--- src/gss_pkg.sv ---
// Shared constants and types for the gate scan shift register
package gss_pkg;

  // ==========================================================
  // Chain geometry
  localparam int STAGES     = 240;
  localparam int GROUPS     = 3;
  localparam int WORDS      = 8;
  localparam int WSEL_W     = 3;
  localparam int FIFO_DEPTH = 16;
  localparam int FIFO_WIDTH = 1;

  // ==========================================================
  // Synchroniser bit positions
  localparam int SYNC_BITS = 8;
  localparam int SY_CLK    = 0;
  localparam int SY_LOW    = 1;
  localparam int SY_HIGH   = 2;
  localparam int SY_DIR    = 3;
  localparam int SY_BLANK  = 4;
  localparam int SY_TEST   = 7;

  // ==========================================================
  // Register map (byte addresses)
  localparam int          ADDR_W     = 5;
  localparam logic [4:0]  REG_CTRL   = 5'h00;
  localparam logic [4:0]  REG_STATUS = 5'h04;
  localparam logic [4:0]  REG_COUNT  = 5'h08;
  localparam logic [4:0]  REG_WSEL   = 5'h0c;
  localparam logic [4:0]  REG_WDATA  = 5'h10;

  // Field positions
  localparam int CTRL_HOLD = 0;
  localparam int ST_DIR    = 0;
  localparam int ST_EMPTY  = 1;
  localparam int ST_OVF    = 2;
  localparam int ST_TEST   = 3;
  localparam int ST_CASC   = 4;

  // Reset values
  localparam logic        HOLD_RST  = 1'b0;
  localparam logic [15:0] COUNT_RST = 16'h0000;
  localparam logic [2:0]  WSEL_RST  = 3'h0;

  // ==========================================================
  // Bus answer states
  typedef enum logic [0:0] {
    GSS_BUS_IDLE = 1'b0,
    GSS_BUS_ACK  = 1'b1
  } gss_bus_state_t;

endpackage

--- src/gss_stream_if.sv ---
// Valid/ready stream carrier between the block's own modules
`timescale 1ns/1ns
interface gss_stream_if #(parameter int WIDTH = 1) ();
  logic             valid;
  logic             ready;
  logic [WIDTH-1:0] data;
  modport src (output valid, output data, input ready);
  modport snk (input valid, input data, output ready);
endinterface

--- src/gss_fifo.sv ---
// Parameterised valid/ready FIFO for captured scan bits
`timescale 1ns/1ns
module gss_fifo #(
  parameter int WIDTH = 1,
  parameter int DEPTH = 16
) (
  // Clock and reset
  input  wire logic            sys_clk,
  input  wire logic            rst_b,
  // Fill and drain sides
  gss_stream_if.snk            wr,
  gss_stream_if.src            rd,
  // Fill level
  output logic [$clog2(DEPTH):0] count
);
  localparam int AW = $clog2(DEPTH);
  localparam logic [AW:0] FULL = DEPTH[AW:0];

  logic [WIDTH-1:0] mem [DEPTH];
  logic [AW-1:0]    wr_ptr;
  logic [AW-1:0]    rd_ptr;
  logic [AW-1:0]    next_wr_ptr;
  logic [AW-1:0]    next_rd_ptr;
  logic [AW:0]      next_count;
  logic             push;
  logic             pop;

  assign wr.ready = (count != FULL);
  assign rd.valid = (count != '0);
  assign rd.data  = mem[rd_ptr];
  assign push     = wr.valid & wr.ready;
  assign pop      = rd.valid & rd.ready;

  always_comb begin
    next_wr_ptr = wr_ptr;
    next_rd_ptr = rd_ptr;
    next_count  = count;
    if (push) begin
      next_wr_ptr = wr_ptr + 1'b1;
    end
    if (pop) begin
      next_rd_ptr = rd_ptr + 1'b1;
    end
    if (push && !pop) begin
      next_count = count + 1'b1;
    end else if (pop && !push) begin
      next_count = count - 1'b1;
    end
    if (!rst_b) begin
      next_wr_ptr = '0;
      next_rd_ptr = '0;
      next_count  = '0;
    end
  end

  always_ff @(posedge sys_clk) begin
    wr_ptr <= next_wr_ptr;
    rd_ptr <= next_rd_ptr;
    count  <= next_count;
    if (push) begin
      mem[wr_ptr] <= wr.data;
    end
  end

  a_fifo_bound: assert property (@(posedge sys_clk) disable iff (!rst_b)
    count <= FULL && (count != FULL || !wr.ready))
    else $error("fifo count out of range");
endmodule

--- src/gss_sync.sv ---
// Two-stage synchroniser for a group of asynchronous pins
`timescale 1ns/1ns
module gss_sync #(
  parameter int N = 1
) (
  // Clock and reset
  input  wire logic         sys_clk,
  input  wire logic         rst_b,
  // Pins in, synchronised levels out
  input  wire logic [N-1:0] async_in,
  output logic      [N-1:0] sync_out
);
  logic [N-1:0] stage1;
  logic [N-1:0] next_stage1;
  logic [N-1:0] next_sync_out;

  genvar i;
  generate
    for (i = 0; i < N; i++) begin : g_bit
      always_comb begin
        next_stage1[i]   = rst_b ? async_in[i] : 1'b0;
        next_sync_out[i] = rst_b ? stage1[i] : 1'b0;
      end
    end
  endgenerate

  always_ff @(posedge sys_clk) begin
    stage1   <= next_stage1;
    sync_out <= next_sync_out;
  end
endmodule

--- src/gss_top.sv ---
// Bidirectional 240-stage gate scan shift register with register port
`timescale 1ns/1ns
module gss_top (
  // Clock and reset
  input  wire logic                        sys_clk,
  input  wire logic                        rst_b,
  // Avalon-MM register slave
  input  wire logic [gss_pkg::ADDR_W-1:0]  avs_address,
  input  wire logic                        avs_read,
  input  wire logic                        avs_write,
  input  wire logic [31:0]                 avs_writedata,
  input  wire logic [3:0]                  avs_byteenable,
  output logic      [31:0]                 avs_readdata,
  output logic                             avs_waitrequest,
  // Scan control pins
  input  wire logic                        scan_shift_clock,
  input  wire logic                        scan_dir_up,
  input  wire logic                        group_a_blank_n,
  input  wire logic                        group_b_blank_n,
  input  wire logic                        group_c_blank_n,
  input  wire logic                        factory_check_pin,
  // Two-way serial end pins
  input  wire logic                        low_end_serial_pin_in,
  output logic                             low_end_serial_pin_out,
  output logic                             low_end_serial_pin_oe,
  input  wire logic                        high_end_serial_pin_in,
  output logic                             high_end_serial_pin_out,
  output logic                             high_end_serial_pin_oe,
  // Gate line drive
  output logic      [gss_pkg::STAGES-1:0]  gate_line_outputs
);
  import gss_pkg::*;

  // ==========================================================
  // Pin synchronisation and edge detection
  logic [SYNC_BITS-1:0] pins_s;
  logic                 clk_prev;
  logic                 next_clk_prev;
  logic                 rise_evt;
  logic                 fall_evt;
  logic                 dir_up;
  logic [GROUPS-1:0]    blank_act;

  gss_sync #(.N(SYNC_BITS)) u_sync (
    .sys_clk  (sys_clk),
    .rst_b    (rst_b),
    .async_in ({factory_check_pin, group_c_blank_n, group_b_blank_n,
                group_a_blank_n, scan_dir_up, high_end_serial_pin_in,
                low_end_serial_pin_in, scan_shift_clock}),
    .sync_out (pins_s)
  );

  assign next_clk_prev = rst_b ? pins_s[SY_CLK] : 1'b0;
  assign rise_evt  = pins_s[SY_CLK] & ~clk_prev;
  assign fall_evt  = ~pins_s[SY_CLK] & clk_prev;
  assign dir_up    = pins_s[SY_DIR];
  assign blank_act = pins_s[SY_BLANK +: GROUPS];

  always_ff @(posedge sys_clk) begin
    clk_prev <= next_clk_prev;
  end

  // ==========================================================
  // Capture FIFO between the input pin and the chain
  gss_stream_if #(.WIDTH(FIFO_WIDTH)) cap_if ();
  gss_stream_if #(.WIDTH(FIFO_WIDTH)) chn_if ();
  logic [$clog2(FIFO_DEPTH):0] fifo_count;
  logic                        hold;
  logic                        pop;

  // Input end follows the direction select
  assign cap_if.valid = rise_evt;
  assign cap_if.data  = dir_up ? pins_s[SY_LOW]
                               : pins_s[SY_HIGH];
  assign chn_if.ready = ~hold;
  assign pop          = chn_if.valid & chn_if.ready;

  gss_fifo #(.WIDTH(FIFO_WIDTH), .DEPTH(FIFO_DEPTH)) u_fifo (
    .sys_clk (sys_clk),
    .rst_b   (rst_b),
    .wr      (cap_if),
    .rd      (chn_if),
    .count   (fifo_count)
  );

  // ==========================================================
  // Shift chain, cascade output and gate drive
  logic [STAGES-1:0] chain;
  logic [STAGES-1:0] next_chain;
  logic [STAGES-1:0] show_mask;
  logic [STAGES-1:0] next_gate;
  logic              cascade_q;
  logic              next_cascade_q;
  logic [15:0]       shift_count;
  logic [15:0]       next_shift_count;

  genvar gi;
  generate
    for (gi = 0; gi < STAGES; gi++) begin : g_mask
      assign show_mask[gi] = ~blank_act[gi % GROUPS];
    end
  endgenerate

  always_comb begin
    next_chain       = chain;
    next_cascade_q   = cascade_q;
    next_shift_count = shift_count;
    if (pop) begin
      // One synchronous move of all stages
      if (dir_up) begin
        next_chain = {chain[STAGES-2:0], chn_if.data[0]};
      end else begin
        next_chain = {chn_if.data[0], chain[STAGES-1:1]};
      end
      next_shift_count = shift_count + 16'h0001;
    end
    if (fall_evt) begin
      next_cascade_q = dir_up ? chain[STAGES-1] : chain[0];
    end
    next_gate = chain & show_mask;
    if (!rst_b) begin
      // Cleared only for a clean start; content still needs 240 shifts
      next_chain       = '0;
      next_cascade_q   = 1'b0;
      next_shift_count = COUNT_RST;
      next_gate        = '0;
    end
  end

  always_ff @(posedge sys_clk) begin
    chain             <= next_chain;
    cascade_q         <= next_cascade_q;
    shift_count       <= next_shift_count;
    gate_line_outputs <= next_gate;
  end

  // Only the output end drives; the other end listens
  assign high_end_serial_pin_out = cascade_q;
  assign low_end_serial_pin_out  = cascade_q;
  assign high_end_serial_pin_oe  = dir_up;
  assign low_end_serial_pin_oe   = ~dir_up;

  // ==========================================================
  // Avalon-MM register slave, one wait state per access
  gss_bus_state_t bus_state;
  gss_bus_state_t next_bus_state;
  logic [31:0]    next_readdata;
  logic           next_hold;
  logic           ovf;
  logic           next_ovf;
  logic [2:0]     wsel;
  logic [2:0]     next_wsel;
  logic           req;
  logic           wr_go;
  logic [255:0]   chain_pad;
  logic [31:0]    status_word;

  assign req             = avs_read | avs_write;
  assign avs_waitrequest = req & (bus_state == GSS_BUS_IDLE);
  assign wr_go  = avs_write & (bus_state == GSS_BUS_ACK) & avs_byteenable[0];
  assign chain_pad = {16'h0000, chain};
  assign status_word = {27'h0000000, cascade_q, pins_s[SY_TEST],
                        ovf, ~chn_if.valid, dir_up};

  always_comb begin
    next_bus_state = bus_state;
    next_readdata  = avs_readdata;
    next_hold      = hold;
    next_ovf       = ovf;
    next_wsel      = wsel;
    case (bus_state)
      GSS_BUS_IDLE: begin
        if (req) begin
          next_bus_state = GSS_BUS_ACK;
          next_readdata  = 32'h00000000;
          if (avs_read) begin
            case (avs_address)
              REG_CTRL:   next_readdata[CTRL_HOLD] = hold;
              REG_STATUS: next_readdata = status_word;
              REG_COUNT:  next_readdata = {16'h0000, shift_count};
              REG_WSEL:   next_readdata = {29'h00000000, wsel};
              REG_WDATA:  next_readdata = chain_pad[{wsel, 5'h00} +: 32];
              default:    next_readdata = 32'h00000000;
            endcase
          end
        end
      end
      GSS_BUS_ACK: begin
        next_bus_state = GSS_BUS_IDLE;
      end
      default: next_bus_state = GSS_BUS_IDLE;
    endcase
    if (wr_go && avs_address == REG_CTRL) begin
      next_hold = avs_writedata[CTRL_HOLD];
    end
    if (wr_go && avs_address == REG_WSEL) begin
      next_wsel = avs_writedata[2:0];
    end
    if (wr_go && avs_address == REG_STATUS && avs_writedata[ST_OVF]) begin
      next_ovf = 1'b0;
    end
    // A dropped capture beats a clear in the same cycle
    if (cap_if.valid && !cap_if.ready) begin
      next_ovf = 1'b1;
    end
    if (!rst_b) begin
      next_bus_state = GSS_BUS_IDLE;
      next_readdata  = 32'h00000000;
      next_hold      = HOLD_RST;
      next_ovf       = 1'b0;
      next_wsel      = WSEL_RST;
    end
  end

  always_ff @(posedge sys_clk) begin
    bus_state    <= next_bus_state;
    avs_readdata <= next_readdata;
    hold         <= next_hold;
    ovf          <= next_ovf;
    wsel         <= next_wsel;
  end

  // ==========================================================
  // Checks
  a_shift_up: assert property (@(posedge sys_clk) disable iff (!rst_b)
    pop && dir_up |=> chain[STAGES-1:1] == $past(chain[STAGES-2:0])
                      && chain[0] == $past(chn_if.data[0]))
    else $error("upward shift wrong");

  a_shift_down: assert property (@(posedge sys_clk)
    disable iff (!rst_b)
    pop && !dir_up |=> chain[STAGES-2:0] == $past(chain[STAGES-1:1])
                       && chain[STAGES-1] == $past(chn_if.data[0]))
    else $error("downward shift wrong");

  a_chain_still: assert property (@(posedge sys_clk)
    disable iff (!rst_b)
    !pop |=> $stable(chain))
    else $error("chain moved without a shift");

  a_capture_low: assert property (@(posedge sys_clk)
    disable iff (!rst_b)
    rise_evt && dir_up && !hold && fifo_count == '0 && !$past(dir_up) == 1'b0
    |-> ##2 chain[0] == $past(pins_s[SY_LOW], 2))
    else $error("low end bit not captured into stage one");

  a_cascade_out: assert property (@(posedge sys_clk)
    disable iff (!rst_b)
    fall_evt |=> high_end_serial_pin_out ==
      ($past(dir_up) ? $past(chain[STAGES-1]) : $past(chain[0])))
    else $error("cascade bit wrong after falling edge");

  a_end_dir: assert property (@(posedge sys_clk) disable iff (!rst_b)
    high_end_serial_pin_oe == dir_up && low_end_serial_pin_oe == !dir_up
    && low_end_serial_pin_out == cascade_q)
    else $error("end pin direction wrong");

  a_blank_group: assert property (@(posedge sys_clk)
    disable iff (!rst_b)
    blank_act[0] |=> gate_line_outputs[0] == 1'b0
      && gate_line_outputs[3] == 1'b0 && gate_line_outputs[237] == 1'b0)
    else $error("group a not blanked");

  a_gate_follow: assert property (@(posedge sys_clk)
    disable iff (!rst_b)
    !blank_act[2] ##1 !$past(blank_act[2]) |->
      gate_line_outputs[239] == $past(chain[239])
      && gate_line_outputs[2] == $past(chain[2]))
    else $error("gate output does not follow its stage");

  a_bus_wait: assert property (@(posedge sys_clk) disable iff (!rst_b)
    req && bus_state == GSS_BUS_IDLE |=> bus_state == GSS_BUS_ACK
      && !avs_waitrequest)
    else $error("bus answer not one wait state");

  a_capture_high: assert property (@(posedge sys_clk)
    disable iff (!rst_b)
    rise_evt && !dir_up && !hold && fifo_count == '0 && !$past(dir_up)
    |-> ##2 chain[STAGES-1] == $past(pins_s[SY_HIGH], 2))
    else $error("high end bit not captured into last stage");

  a_blank_group_b: assert property (@(posedge sys_clk)
    disable iff (!rst_b)
    blank_act[1] |=> gate_line_outputs[1] == 1'b0
      && gate_line_outputs[4] == 1'b0 && gate_line_outputs[238] == 1'b0)
    else $error("group b not blanked");

  a_count_step: assert property (@(posedge sys_clk) disable iff (!rst_b)
    pop |=> shift_count == $past(shift_count) + 16'h0001)
    else $error("shift count did not step");

  a_ovf_set: assert property (@(posedge sys_clk) disable iff (!rst_b)
    cap_if.valid && !cap_if.ready |=> ovf)
    else $error("dropped capture not flagged");

  a_hold_write: assert property (@(posedge sys_clk) disable iff (!rst_b)
    wr_go && avs_address == REG_CTRL
    |=> hold == $past(avs_writedata[CTRL_HOLD]))
    else $error("hold bit write lost");
endmodule

--- config.mk ---
export PLATFORM = sky130hd
export DESIGN_NAME = gss_top
export DESIGN_NICKNAME = d
export VERILOG_FILES = /design/src/gss_pkg.sv /design/src/gss_stream_if.sv /design/src/gss_fifo.sv /design/src/gss_sync.sv /design/src/gss_top.sv
export SDC_FILE = /design/constraint.sdc
export NUM_CORES = 1
export LEC_CHECK = 0
export BUFFER_PORTS_ARGS = -buffer_cell sky130_fd_sc_hd__buf_4
export CAP_MARGIN = 20
export CORE_UTILIZATION = 51
export CTS_CLUSTER_SIZE = 14
export DETAILED_ROUTE_END_ITERATION = 12
export PLACE_DENSITY_LB_ADDON = 0.05
export SLEW_MARGIN = 0
export SYNTH_ARGS = -nofsm -noshare
export SYNTH_HDL_FRONTEND = slang
export SYNTH_SLANG_ARGS = --single-unit
--- constraint.sdc ---
create_clock -name sys_clk -period 2.8 [get_ports sys_clk]
set_input_delay 0.28 -clock sys_clk [delete_from_list [all_inputs] [get_ports sys_clk]]
set_output_delay 0.28 -clock sys_clk [all_outputs]
set_load 0.1 [all_outputs]
# After elaboration in Yosys (flattened, before gate mapping)
# Memory sizes are Yosys's and may differ from the RTL's. A register that Yosys moved wholly into a read port is not among the register bits.
# Cells that the tools add are included.
# op_classes
n_addsub	5
eq_ne	5
n_shift	1
n_mux	16
bitwise_logic	18
n_reduce_logical	15
# op_table
operator	count
$shiftx 256x9->32	1
$and 240x240->240	1
$mux 240	1
$pmux 31 s4	1
$mux 32	1
$add 16x1->16 const B	1
$eq 5x4->1 const B	2
$mux 5	2
$not 1->1	9
$add 4x1->4 const B	2
$mux 4	2
$and 1x1->1	7
$logic_and 1x1->1	7
$mux 1	7
$add 5x1->5 const B	1
$eq 5x3->1 const B	1
$eq 5x5->1 const B	1
$logic_not 5->1	1
$ne 5x5->1 const B	1
$pmux 1 s5	1
$reduce_bool 5->1	1
$sub 5x1->5 const B	1
$reduce_bool 2->1	2
$logic_not 1->1	3
other kinds (3)	3
# totals
ff_bits	565
mem_bits_rw	16
output_inout_bits	277
elab_cells	76
n_memories	1
# memory_table
memory	depth	word_bits	rd	rd_ports_with_merged_regs	wr	line_no	text
u_fifo.mem	16	1	1	1	1	gss_fifo.sv:19	logic [WIDTH-1:0] mem [DEPTH];

# Logic depth before layout (Yosys ltp)
# Gate-level depths: netlist (run 1).
# depth
ltp_word	7
depth_mapped	11
ltp_nobuf	11

# Hierarchy
# From an unflattened synthesis (run 1), not the netlist that was laid out.
# hier_totals
hier_cells	2139
area_unflattened_um2	22934.5
# modules_own_cells
module	instances	cells_each	area_per_inst_um2
gss_top	1	1977	20925.1
gss_fifo	1	129	1562.7
gss_sync	1	33	446.7

# Least setup slack after synthesis (run 1)
# No wires, ideal clock.
# synth_path
kind	register -> register
start	register u_fifo.count[1]
end	register u_fifo.count[4]
setup_time_ns	0.070
t_arrival_ns	2.567
required_time_ns	2.730
setup_slack_ns	0.163
stages_incl_launch_ff	11
n_path_buf	0
cell_sequence	dfxtp_1 > nor3_2 > a311oi_2 > ha_1 > inv_1 > fa_1 > a21o_1 > a21oi_1 > xnor2_1 > or3_1 > a21oi_1
# synth_via
elab_chain_cells	5
elab_cells_between_ends	13
cone_classes	2 x add/sub; 1 x eq/ne; 2 x mux; 2 x bitwise; 6 x reduce/logical
# synth_lines
item	line_no	text
start: declaration	gss_fifo.sv:14	output logic [$clog2(DEPTH):0] count
start signal: assignment	gss_fifo.sv:59	count <= next_count;
$ne 5x5->1 (*)	gss_fifo.sv:28	assign wr.ready = (count != FULL);
$and 1x1->1 (*)	gss_fifo.sv:31	assign push = wr.valid & wr.ready;
via u_fifo.push	gss_fifo.sv:25	logic push;
$logic_not 1->1	gss_fifo.sv:46	end else if (pop && !push) begin
$logic_and 1x1->1	gss_fifo.sv:46	
$reduce_bool 2->1 (no source line)	--	
# Mark *: on every way through the listed nets, which the timed path passes. The rest lies on a longest branch. The select of a mux whose other input is x is not followed.
# A chain may end at the register's enable or synchronous reset.

# Worst setup path in the final report (run 1)
# layout_path
start	register u_fifo.count[0]
end	register u_fifo.count[4]
# The elaborated chain is that of the path after synthesis.

==> impl_metrics.csv, run 1 <==
group,metric,value,unit
power_and_ir_drop,powerDensity,1340,nW/um^2
floorplanning,dieWidth,214,um
detailed_routing,wl_per_cell,22.1,um
worst_setup_path,path_cells,"buf_4 > inv_1 > a311oi_2 > ha_1 > inv_1 > fa_1 > a21o_1 > a21oi_1 > xnor2_1 > or3_1 > a21oi_1",
placed_design,gp_congestion,0.888,
global_route,grt_pass1_wl,99800,um
finish,final_cell_mix,"dfxtp_1 (564), buf_4 (313), nor2_1 (303), mux2i_1 (267), and2_1 (259)",
logic_synthesis,synth_ff_type,"dfxtp_1",
worst_hold_path,hp-start,"rst_b",
floorplanning,dieArea,45700,sq um
global_route,grt_max_degree,256,
detailed_routing,viasPerCell,5.62,
finish,fillCellCount,3599,
global_route,grt_pass1_vias,16119,
clock_network,clockRootBuffer,"clkbuf_16",
placed_design,hpwl,44100,um
finish,final_common_cell,"dfxtp_1",
timing,timing.slew.headroom,30.5,%
detailed_routing,antenna_left,0,
floorplanning,initial_core_util,51.7,%
finish,layout-drive-gt1-share,19.4,%
power_and_ir_drop,power.switching,16.7,mW
logic_synthesis,synth-seq-cells,585,
logic_synthesis,seq_area_frac_synth,51.9,%
worst_setup_path,cp.arrival,3.09,ns
finish,area_delta_synth_final,20.1,%
floorplanning,fp.dieH,214,um
placed_design,numPortBuffers,297,
worst_setup_path,cp-end-kind,"flip-flop",
worst_setup_path,crit_type,"reg -> reg",
worst_setup_path,cp_max_fo,4,
worst_setup_path,critical-path-max-stage-delay,0.42,ns
floorplanning,rows,77,
outcome,status,"complete, no violations",
timing,clock.fmax,391,MHz
finish,n_antenna_cell,0,
detailed_routing,vias,16813,
power_and_ir_drop,seqPwrFrac,39.5,%
global_route,gr-total-overflow,0,
clock_network,h-tree-depth,2,
timing,min_period_over_period,91.4,%
worst_setup_path,r2r_slack,0.24,ns
logic_synthesis,ys_types,44,
global_route,grt_use_total,28.7,%
logic_synthesis,netlist_top_cells_area,"dfxtp_1 (50%), mux2i_1 (12%), a211oi_1 (7.9%)",
power_and_ir_drop,power_leakage,10.8,nW
logic_synthesis,synthesis.nets,2208,
logic_synthesis,synth.avg_cell_area,10.7,sq um
timing,hold_violations,0,
logic_synthesis,yosys.area.top_type,"dfxtp_1",
worst_setup_path,crit_path_top_delay_cell,"fa_1",
power_and_ir_drop,finalPower,36.7,mW
detailed_routing,drt_wl_total,66100,um
floorplanning,pin_count,330,
detailed_routing,route.detailed.drc,0,
worst_setup_path,critical_path_required,3.33,ns
timing,rsz0062_at_grt,"no",
logic_synthesis,ys_warn_count,0,
floorplanning,core_area,44200,sq um
clock_network,clkTransAtPathRegs,0.06,ns
power_and_ir_drop,internal_power,19.9,mW
worst_setup_path,crit_path_start_kind,"flip-flop",
timing,slew_violations,0,
logic_synthesis,syn_inst,2144,
flow_run,cap_viol_max_count,0,
worst_hold_path,whs_path_depth,3,
timing,finClkSkew,0.0209,ns
timing,setup_violations,0,
clock_network,cts_tree,"yes",
detailed_routing,first_pass_iters,5,
worst_hold_path,holdPathEnd,"chain[0]$_SDFFE_PN0P_",
clock_network,clk-insertion-delay-late,0.61,ns
global_route,antenna_found_initial,0,
clock_network,cts-buffers-inserted,57,
worst_setup_path,rr_endpoint,"u_fifo.count[4]$_SDFFE_PN0P_",
timing,setup_tns,0,ns
timing,min_period,2.56,ns
worst_setup_path,timing.rr.start,"u_fifo.count[0]$_SDFFE_PN0P_",
logic_synthesis,synth_top_cell_area_share,49.8,%
clock_network,clock_sink_count,585,
clock_network,cts_buffer_depth,3,
power_and_ir_drop,swShare,45.7,%
logic_synthesis,ys_async_sr_fraction,0,%
power_and_ir_drop,ir_worst_vdd,0.000940,V
finish,finalNetCount,2424,
detailed_routing,drt_iter0_drc,1451,
logic_synthesis,synthesis.area,22900,sq um
worst_hold_path,hp-class,"in -> reg",
timing,tightest_slew,1.04,ns
power_and_ir_drop,clkPwrFrac,21.4,%
worst_setup_path,reg2regPathDepth,11,
power_and_ir_drop,pwr-share-comb,39.2,%
logic_synthesis,synth_edf_count,16,
sequential cells by signal, summed over array words and instances, names as in the netlist, 5 cells and up, named ones only:
| name | cells |
|---|---|
| u_fifo.count | 5 |
| u_sync.stage1 | 8 |
| u_fifo.mem | 16 |
| avs_readdata | 32 |
| u_sync.sync_out | 8 |
| chain | 240 |
| shift_count | 16 |
| gate_line_outputs | 240 |
cells in the mapped netlist, types with 4 or more instances:
master,count
dfxtp_1,569
o211ai_1,32
buf_4,7
buf_1,6
and3_1,5
nand3_1,11
nand4_1,8
clkbuf_1,123
buf_2,36
mux2_2,13
mux2i_1,267
a211oi_1,240
and2_1,259
mux4_1,26
inv_1,9
xnor2_1,13
a21oi_1,34
buf_6,5
nor2b_1,4
o21ai_0,6
a222oi_1,11
nor3_1,8
nand2_1,56
ha_1,10
mux4_2,27
nor2_1,306
xor2_1,11
edfxtp_1,16
worst max-delay path, delay by kind of cell, from the launching register on:
kind                       cells  cell delay, ns
AOI/OAI and AO/OA              4            0.78
DFF                            1            0.33
and+or+nand+nor                1            0.30
buffers and inverters          3            0.32
xor gates and xnor gates       1            0.09
adders and majority gates      2            0.66
power groups by stage:
stage	sequential, mW	combinational (mW)	clock [mW]
after global placement	14.6	14.0	0
after detailed placement	14.6	14.3	0
after global routing	14.8	15.3	8.30
after floorplan	18.8	5.82	0
final	14.5	14.4	7.84
after CTS	14.4	14.3	7.93
what timing repair did:
| action | in CTS | in global routing |
|---|---|---|
| hold endpoints to repair | 12 | 0 |
| hold buffers | 11 | 0 |
| resized for setup | 0 | 6 |
| endpoints found under the setup margin | 0 | 95 |
| buffers inserted | 0 | 0 |
per-stage QoR:
stage | hold WS (ns) | util (%) | setup slack, ns | instance area, sq um | instances
after global routing | 0.0425 | 62.1 | 0.00121 | 27500 | 2994
after floorplan | 0.407 | - | 0.163 | 22900 | 2144
after global placement | 0.416 | 57.5 | 0.193 | 25400 | 2882
after CTS | 0.0182 | 62.1 | 0.0629 | 27400 | 2994
final | 0.0473 | 62.1 | 0.241 | 27500 | 2994
after detailed placement | 0.419 | 57.5 | 0.0941 | 25400 | 2882
routing by layer:
metal	vias up	wire (um)	GRT usage, %
li1	8007	-	-
met1	8139	30200	40.7
met4	0	2240	10.5
met2	560	30300	44.5
met5	-	0	0
met3	107	3320	3.93
how the worst max path moves through the flow:
stage | from | endpoint
floorplan | u_fifo.count[1]$_SDFFE_PN0P_ | u_fifo.count[4]$_SDFFE_PN0P_
global placement | u_fifo.count[4]$_SDFFE_PN0P_ | chain[14]$_SDFFE_PN0P_
finish | u_fifo.count[0]$_SDFFE_PN0P_ | u_fifo.count[4]$_SDFFE_PN0P_
CTS | u_fifo.count[4]$_SDFFE_PN0P_ | chain[46]$_SDFFE_PN0P_
global route | u_fifo.count[4]$_SDFFE_PN0P_ | chain[156]$_SDFFE_PN0P_
detailed placement | u_fifo.count[4]$_SDFFE_PN0P_ | chain[84]$_SDFFE_PN0P_
kinds of logic after synthesis:
family                   count (synthesis)  synth area share (%)
AND/OR/NAND/NOR                        669                  14.3
flip-flops                             585                  51.9
AO/OA/AOI/OAI                          335                  10.8
multiplexers                           333                  18.0
buffers and inverters                  187                  3.54
XOR/XNOR                                24                 0.919
adder cells (fa/ha/maj)                 11                 0.634
layout make-up:
type	count	area [sq um]	area share, %
multi-input combinational	1372	10200	37.3
inverter	10	45.0	0.164
tap	592	741	2.70
clock inverter	19	249	0.907
sequential	585	11900	43.3
timing repair buffer	334	2660	9.70
clock buffer	82	1650	6.01
(Power assumes the default switching activity.)
==> run 2: changes to the inputs <==
- SYNTH_HIERARCHICAL: default -> 1
==> impl_metrics.csv, run 2 <==
group,metric,value,unit
logic_synthesis,synth_most_common_cell,"dfxtp_1",
placed_design,hpwl,44200,um
timing,timing.slew.headroom,37.1,%
logic_synthesis,synth_ff_type,"dfxtp_1",
clock_network,h-tree-depth,2,
global_route,gr-total-overflow,0,
global_route,antenna_found_initial,1,
timing,whs,0.0674,ns
worst_setup_path,critical_path_required,3.34,ns
worst_setup_path,crit_type,"reg -> reg",
clock_network,cts_buffer_depth,3,
worst_setup_path,cp-end-kind,"flip-flop",
placed_design,gp_congestion,0.870,
logic_synthesis,synthesis.nets,2203,
finish,area_delta_synth_final,21.1,%
floorplanning,rows,77,
placed_design,pre_cts_ws,0.177,ns
detailed_routing,viasPerCell,5.65,
power_and_ir_drop,pwr-share-comb,39.0,%
detailed_routing,drt_iter0_drc,1332,
floorplanning,dieArea,45800,sq um
finish,fillCellCount,3606,
floorplanning,dieWidth,214,um
power_and_ir_drop,internal_power,20.3,mW
global_route,grt_pass1_vias,16453,
clock_network,cts_setup_buffers,0,
timing,min_period_over_period,95.4,%
floorplanning,fp.dieH,214,um
finish,register_area,11900,sq um
worst_setup_path,r2r_slack,0.13,ns
detailed_routing,drt_wl_total,65400,um
floorplanning,initial_core_util,51.8,%
logic_synthesis,syn_inst,2139,
placed_design,numPortBuffers,297,
logic_synthesis,seq_area_frac_synth,51.8,%
logic_synthesis,synth.avg_cell_area,10.7,sq um
detailed_routing,wl_per_cell,21.7,um
finish,multi_input_area,10300,sq um
finish,top_regs,"chain x240, gate_line_outputs x240, avs_readdata x32",
logic_synthesis,ys_top_cells_by_count,"dfxtp_1 (569), mux2i_1 (280), nor2_1 (278)",
worst_setup_path,cp_max_fo,5,
flow_run,cap_viol_max_count,0,
global_route,grt_pass1_wl,100000,um
logic_synthesis,synthesis.area,22900,sq um
finish,final_cell_mix,"dfxtp_1 (565), buf_4 (322), mux2i_1 (280), nor2_1 (275), and2_1 (254)",
logic_synthesis,yosys.area.top_type,"dfxtp_1",
logic_synthesis,netlist_top_cells_area,"dfxtp_1 (50%), mux2i_1 (12%), a211oi_1 (7.9%)",
worst_setup_path,cp.arrival,3.22,ns
timing,hold_violations,0,
floorplanning,core_area,44300,sq um
power_and_ir_drop,ir_worst_vdd,0.000877,V
timing,rsz0062_at_grt,"no",
worst_setup_path,critical-path-max-stage-delay,0.61,ns
detailed_routing,first_pass_iters,5,
worst_setup_path,crit_path_start_kind,"flip-flop",
logic_synthesis,ys_async_sr_fraction,0,%
timing,tightest_slew,0.943,ns
finish,finalNetCount,2438,
clock_network,clock_sink_count,585,
power_and_ir_drop,seqPwrFrac,39.1,%
timing,slew_violations,0,
clock_network,clockRootBuffer,"clkbuf_16",
power_and_ir_drop,swShare,45.4,%
finish,n_antenna_cell,0,
power_and_ir_drop,power_leakage,10.9,nW
logic_synthesis,ys_types,59,
logic_synthesis,synth_edf_count,16,
floorplanning,pin_count,330,
timing,setup_slack,0.129,ns
power_and_ir_drop,finalPower,37.2,mW
clock_network,cts_tree,"yes",
logic_synthesis,synth-seq-cells,585,
clock_network,cts-buffers-inserted,58,
global_route,grt_max_degree,145,
detailed_routing,antenna_left,0,
detailed_routing,route.detailed.drc,0,
power_and_ir_drop,powerDensity,1340,nW/um^2
clock_network,post_cts_resized,0,
finish,final_common_cell,"dfxtp_1",
power_and_ir_drop,power.switching,16.9,mW
clock_network,clkTransAtPathRegs,0.06,ns
timing,clock.fmax,374,MHz
power_and_ir_drop,clkPwrFrac,21.9,%
timing,finClkSkew,0.0206,ns
timing,setup_tns,0,ns
clock_network,clk-insertion-delay-late,0.62,ns
timing,setup_violations,0,
outcome,status,"complete, no violations",
worst_setup_path,worst_path_most_repeated_cell,"ha_1",
logic_synthesis,ys_warn_count,6,
finish,fin_util,62.7,%
detailed_routing,vias,17023,
logic_synthesis,synth_top_cell_area_share,49.7,%
finish,layout-drive-gt1-share,21.4,%
worst_setup_path,crit_path_top_delay_cell,"or4b_2",
global_route,grt_use_total,28.1,%
timing,min_period,2.67,ns
worst_hold_path,hp-class,"in -> reg",
worst_setup_path,path_cells,"or4_4 > o21ai_4 > ha_1 > inv_1 > ha_1 > a21o_1 > a21oi_1 > or4b_2 > nand3_1",
## run 2: worst max-delay path: cells and delay by family, from the launching register on
| kind | cells | cell delay, ns |
|---|---|---|
| AOI/OAI and AO/OA | 3 | 0.33 |
| buffers and inverters | 1 | 0.11 |
| adders and majority gates | 2 | 0.50 |
| DFF | 1 | 0.36 |
| and+or+nand+nor | 3 | 1.30 |
## run 2: kinds of logic after synthesis
kind of cell | Yosys count | share of synthesized area, %
fa+ha+maj | 11 | 0.633
flops | 585 | 51.8
compound gates | 350 | 11.2
simple gates | 656 | 14.5
xor+xnor | 16 | 0.611
buf+inv | 183 | 3.53
mux | 338 | 17.7
## run 2: layer usage
| metal | vias to the layer above | wire, um | part of all wire (%) | global-route usage, % |
|---|---|---|---|---|
| met5 | - | 0 | 0 | 0 |
| met4 | 0 | 2000 | 3.1 | 9.98 |
| met3 | 100 | 4210 | 6.4 | 4.27 |
| met2 | 626 | 29500 | 45 | 42.9 |
| met1 | 8257 | 29700 | 45 | 40.4 |
| li1 | 8040 | - | - | - |
## run 2: area by class of cell
type,instances,share of cell area [%]
Sequential cell,585,42.8
Clock buffer,88,6.29
Inverter,10,0.162
Multi-Input combinational cell,1371,37.0
Clock inverter,21,0.969
Timing Repair Buffer,348,10.1
Tap cell,592,2.67
## run 2: worst paths after layout
| kind | start | to | depth (start not counted) |
|---|---|---|---|
| worst max-delay path | u_fifo/count[1]$_SDFFE_PN0P_ | u_fifo/count[3]$_SDFFE_PN0P_ | 9 |
| worst min-delay path | avs_write | avs_readdata[0]$_SDFFE_PN0P_ | 4 |
| worst max register to register | u_fifo/count[1]$_SDFFE_PN0P_ | u_fifo/count[3]$_SDFFE_PN0P_ | 9 |
| worst min register to register | u_sync/stage1[1]$_SDFF_PN0_ | u_sync/sync_out[1]$_SDFF_PN0_ | 1 |
## run 2: timing repair
item,in CTS,in global routing
endpoints found under the setup margin,0,0
hold buffers,13,0
endpoints found under the hold margin,13,0
## run 2: power by group through the flow
stage	clock network (mW)	registers, mW	logic [mW]
floorplan	0	18.8	5.81
global placement	0	14.6	14.2
detailed placement	0	14.6	14.4
CTS	8.25	14.5	14.5
global route	8.59	14.9	15.4
finish	8.14	14.5	14.5
## run 2: per-stage QoR
step / instance area, sq um / std cells
after floorplan: 22900 / 2139
after global placement: 25600 / 2893
after detailed placement: 25600 / 2893
after CTS: 27800 / 3015
after global routing: 27800 / 3015
final: 27800 / 3015
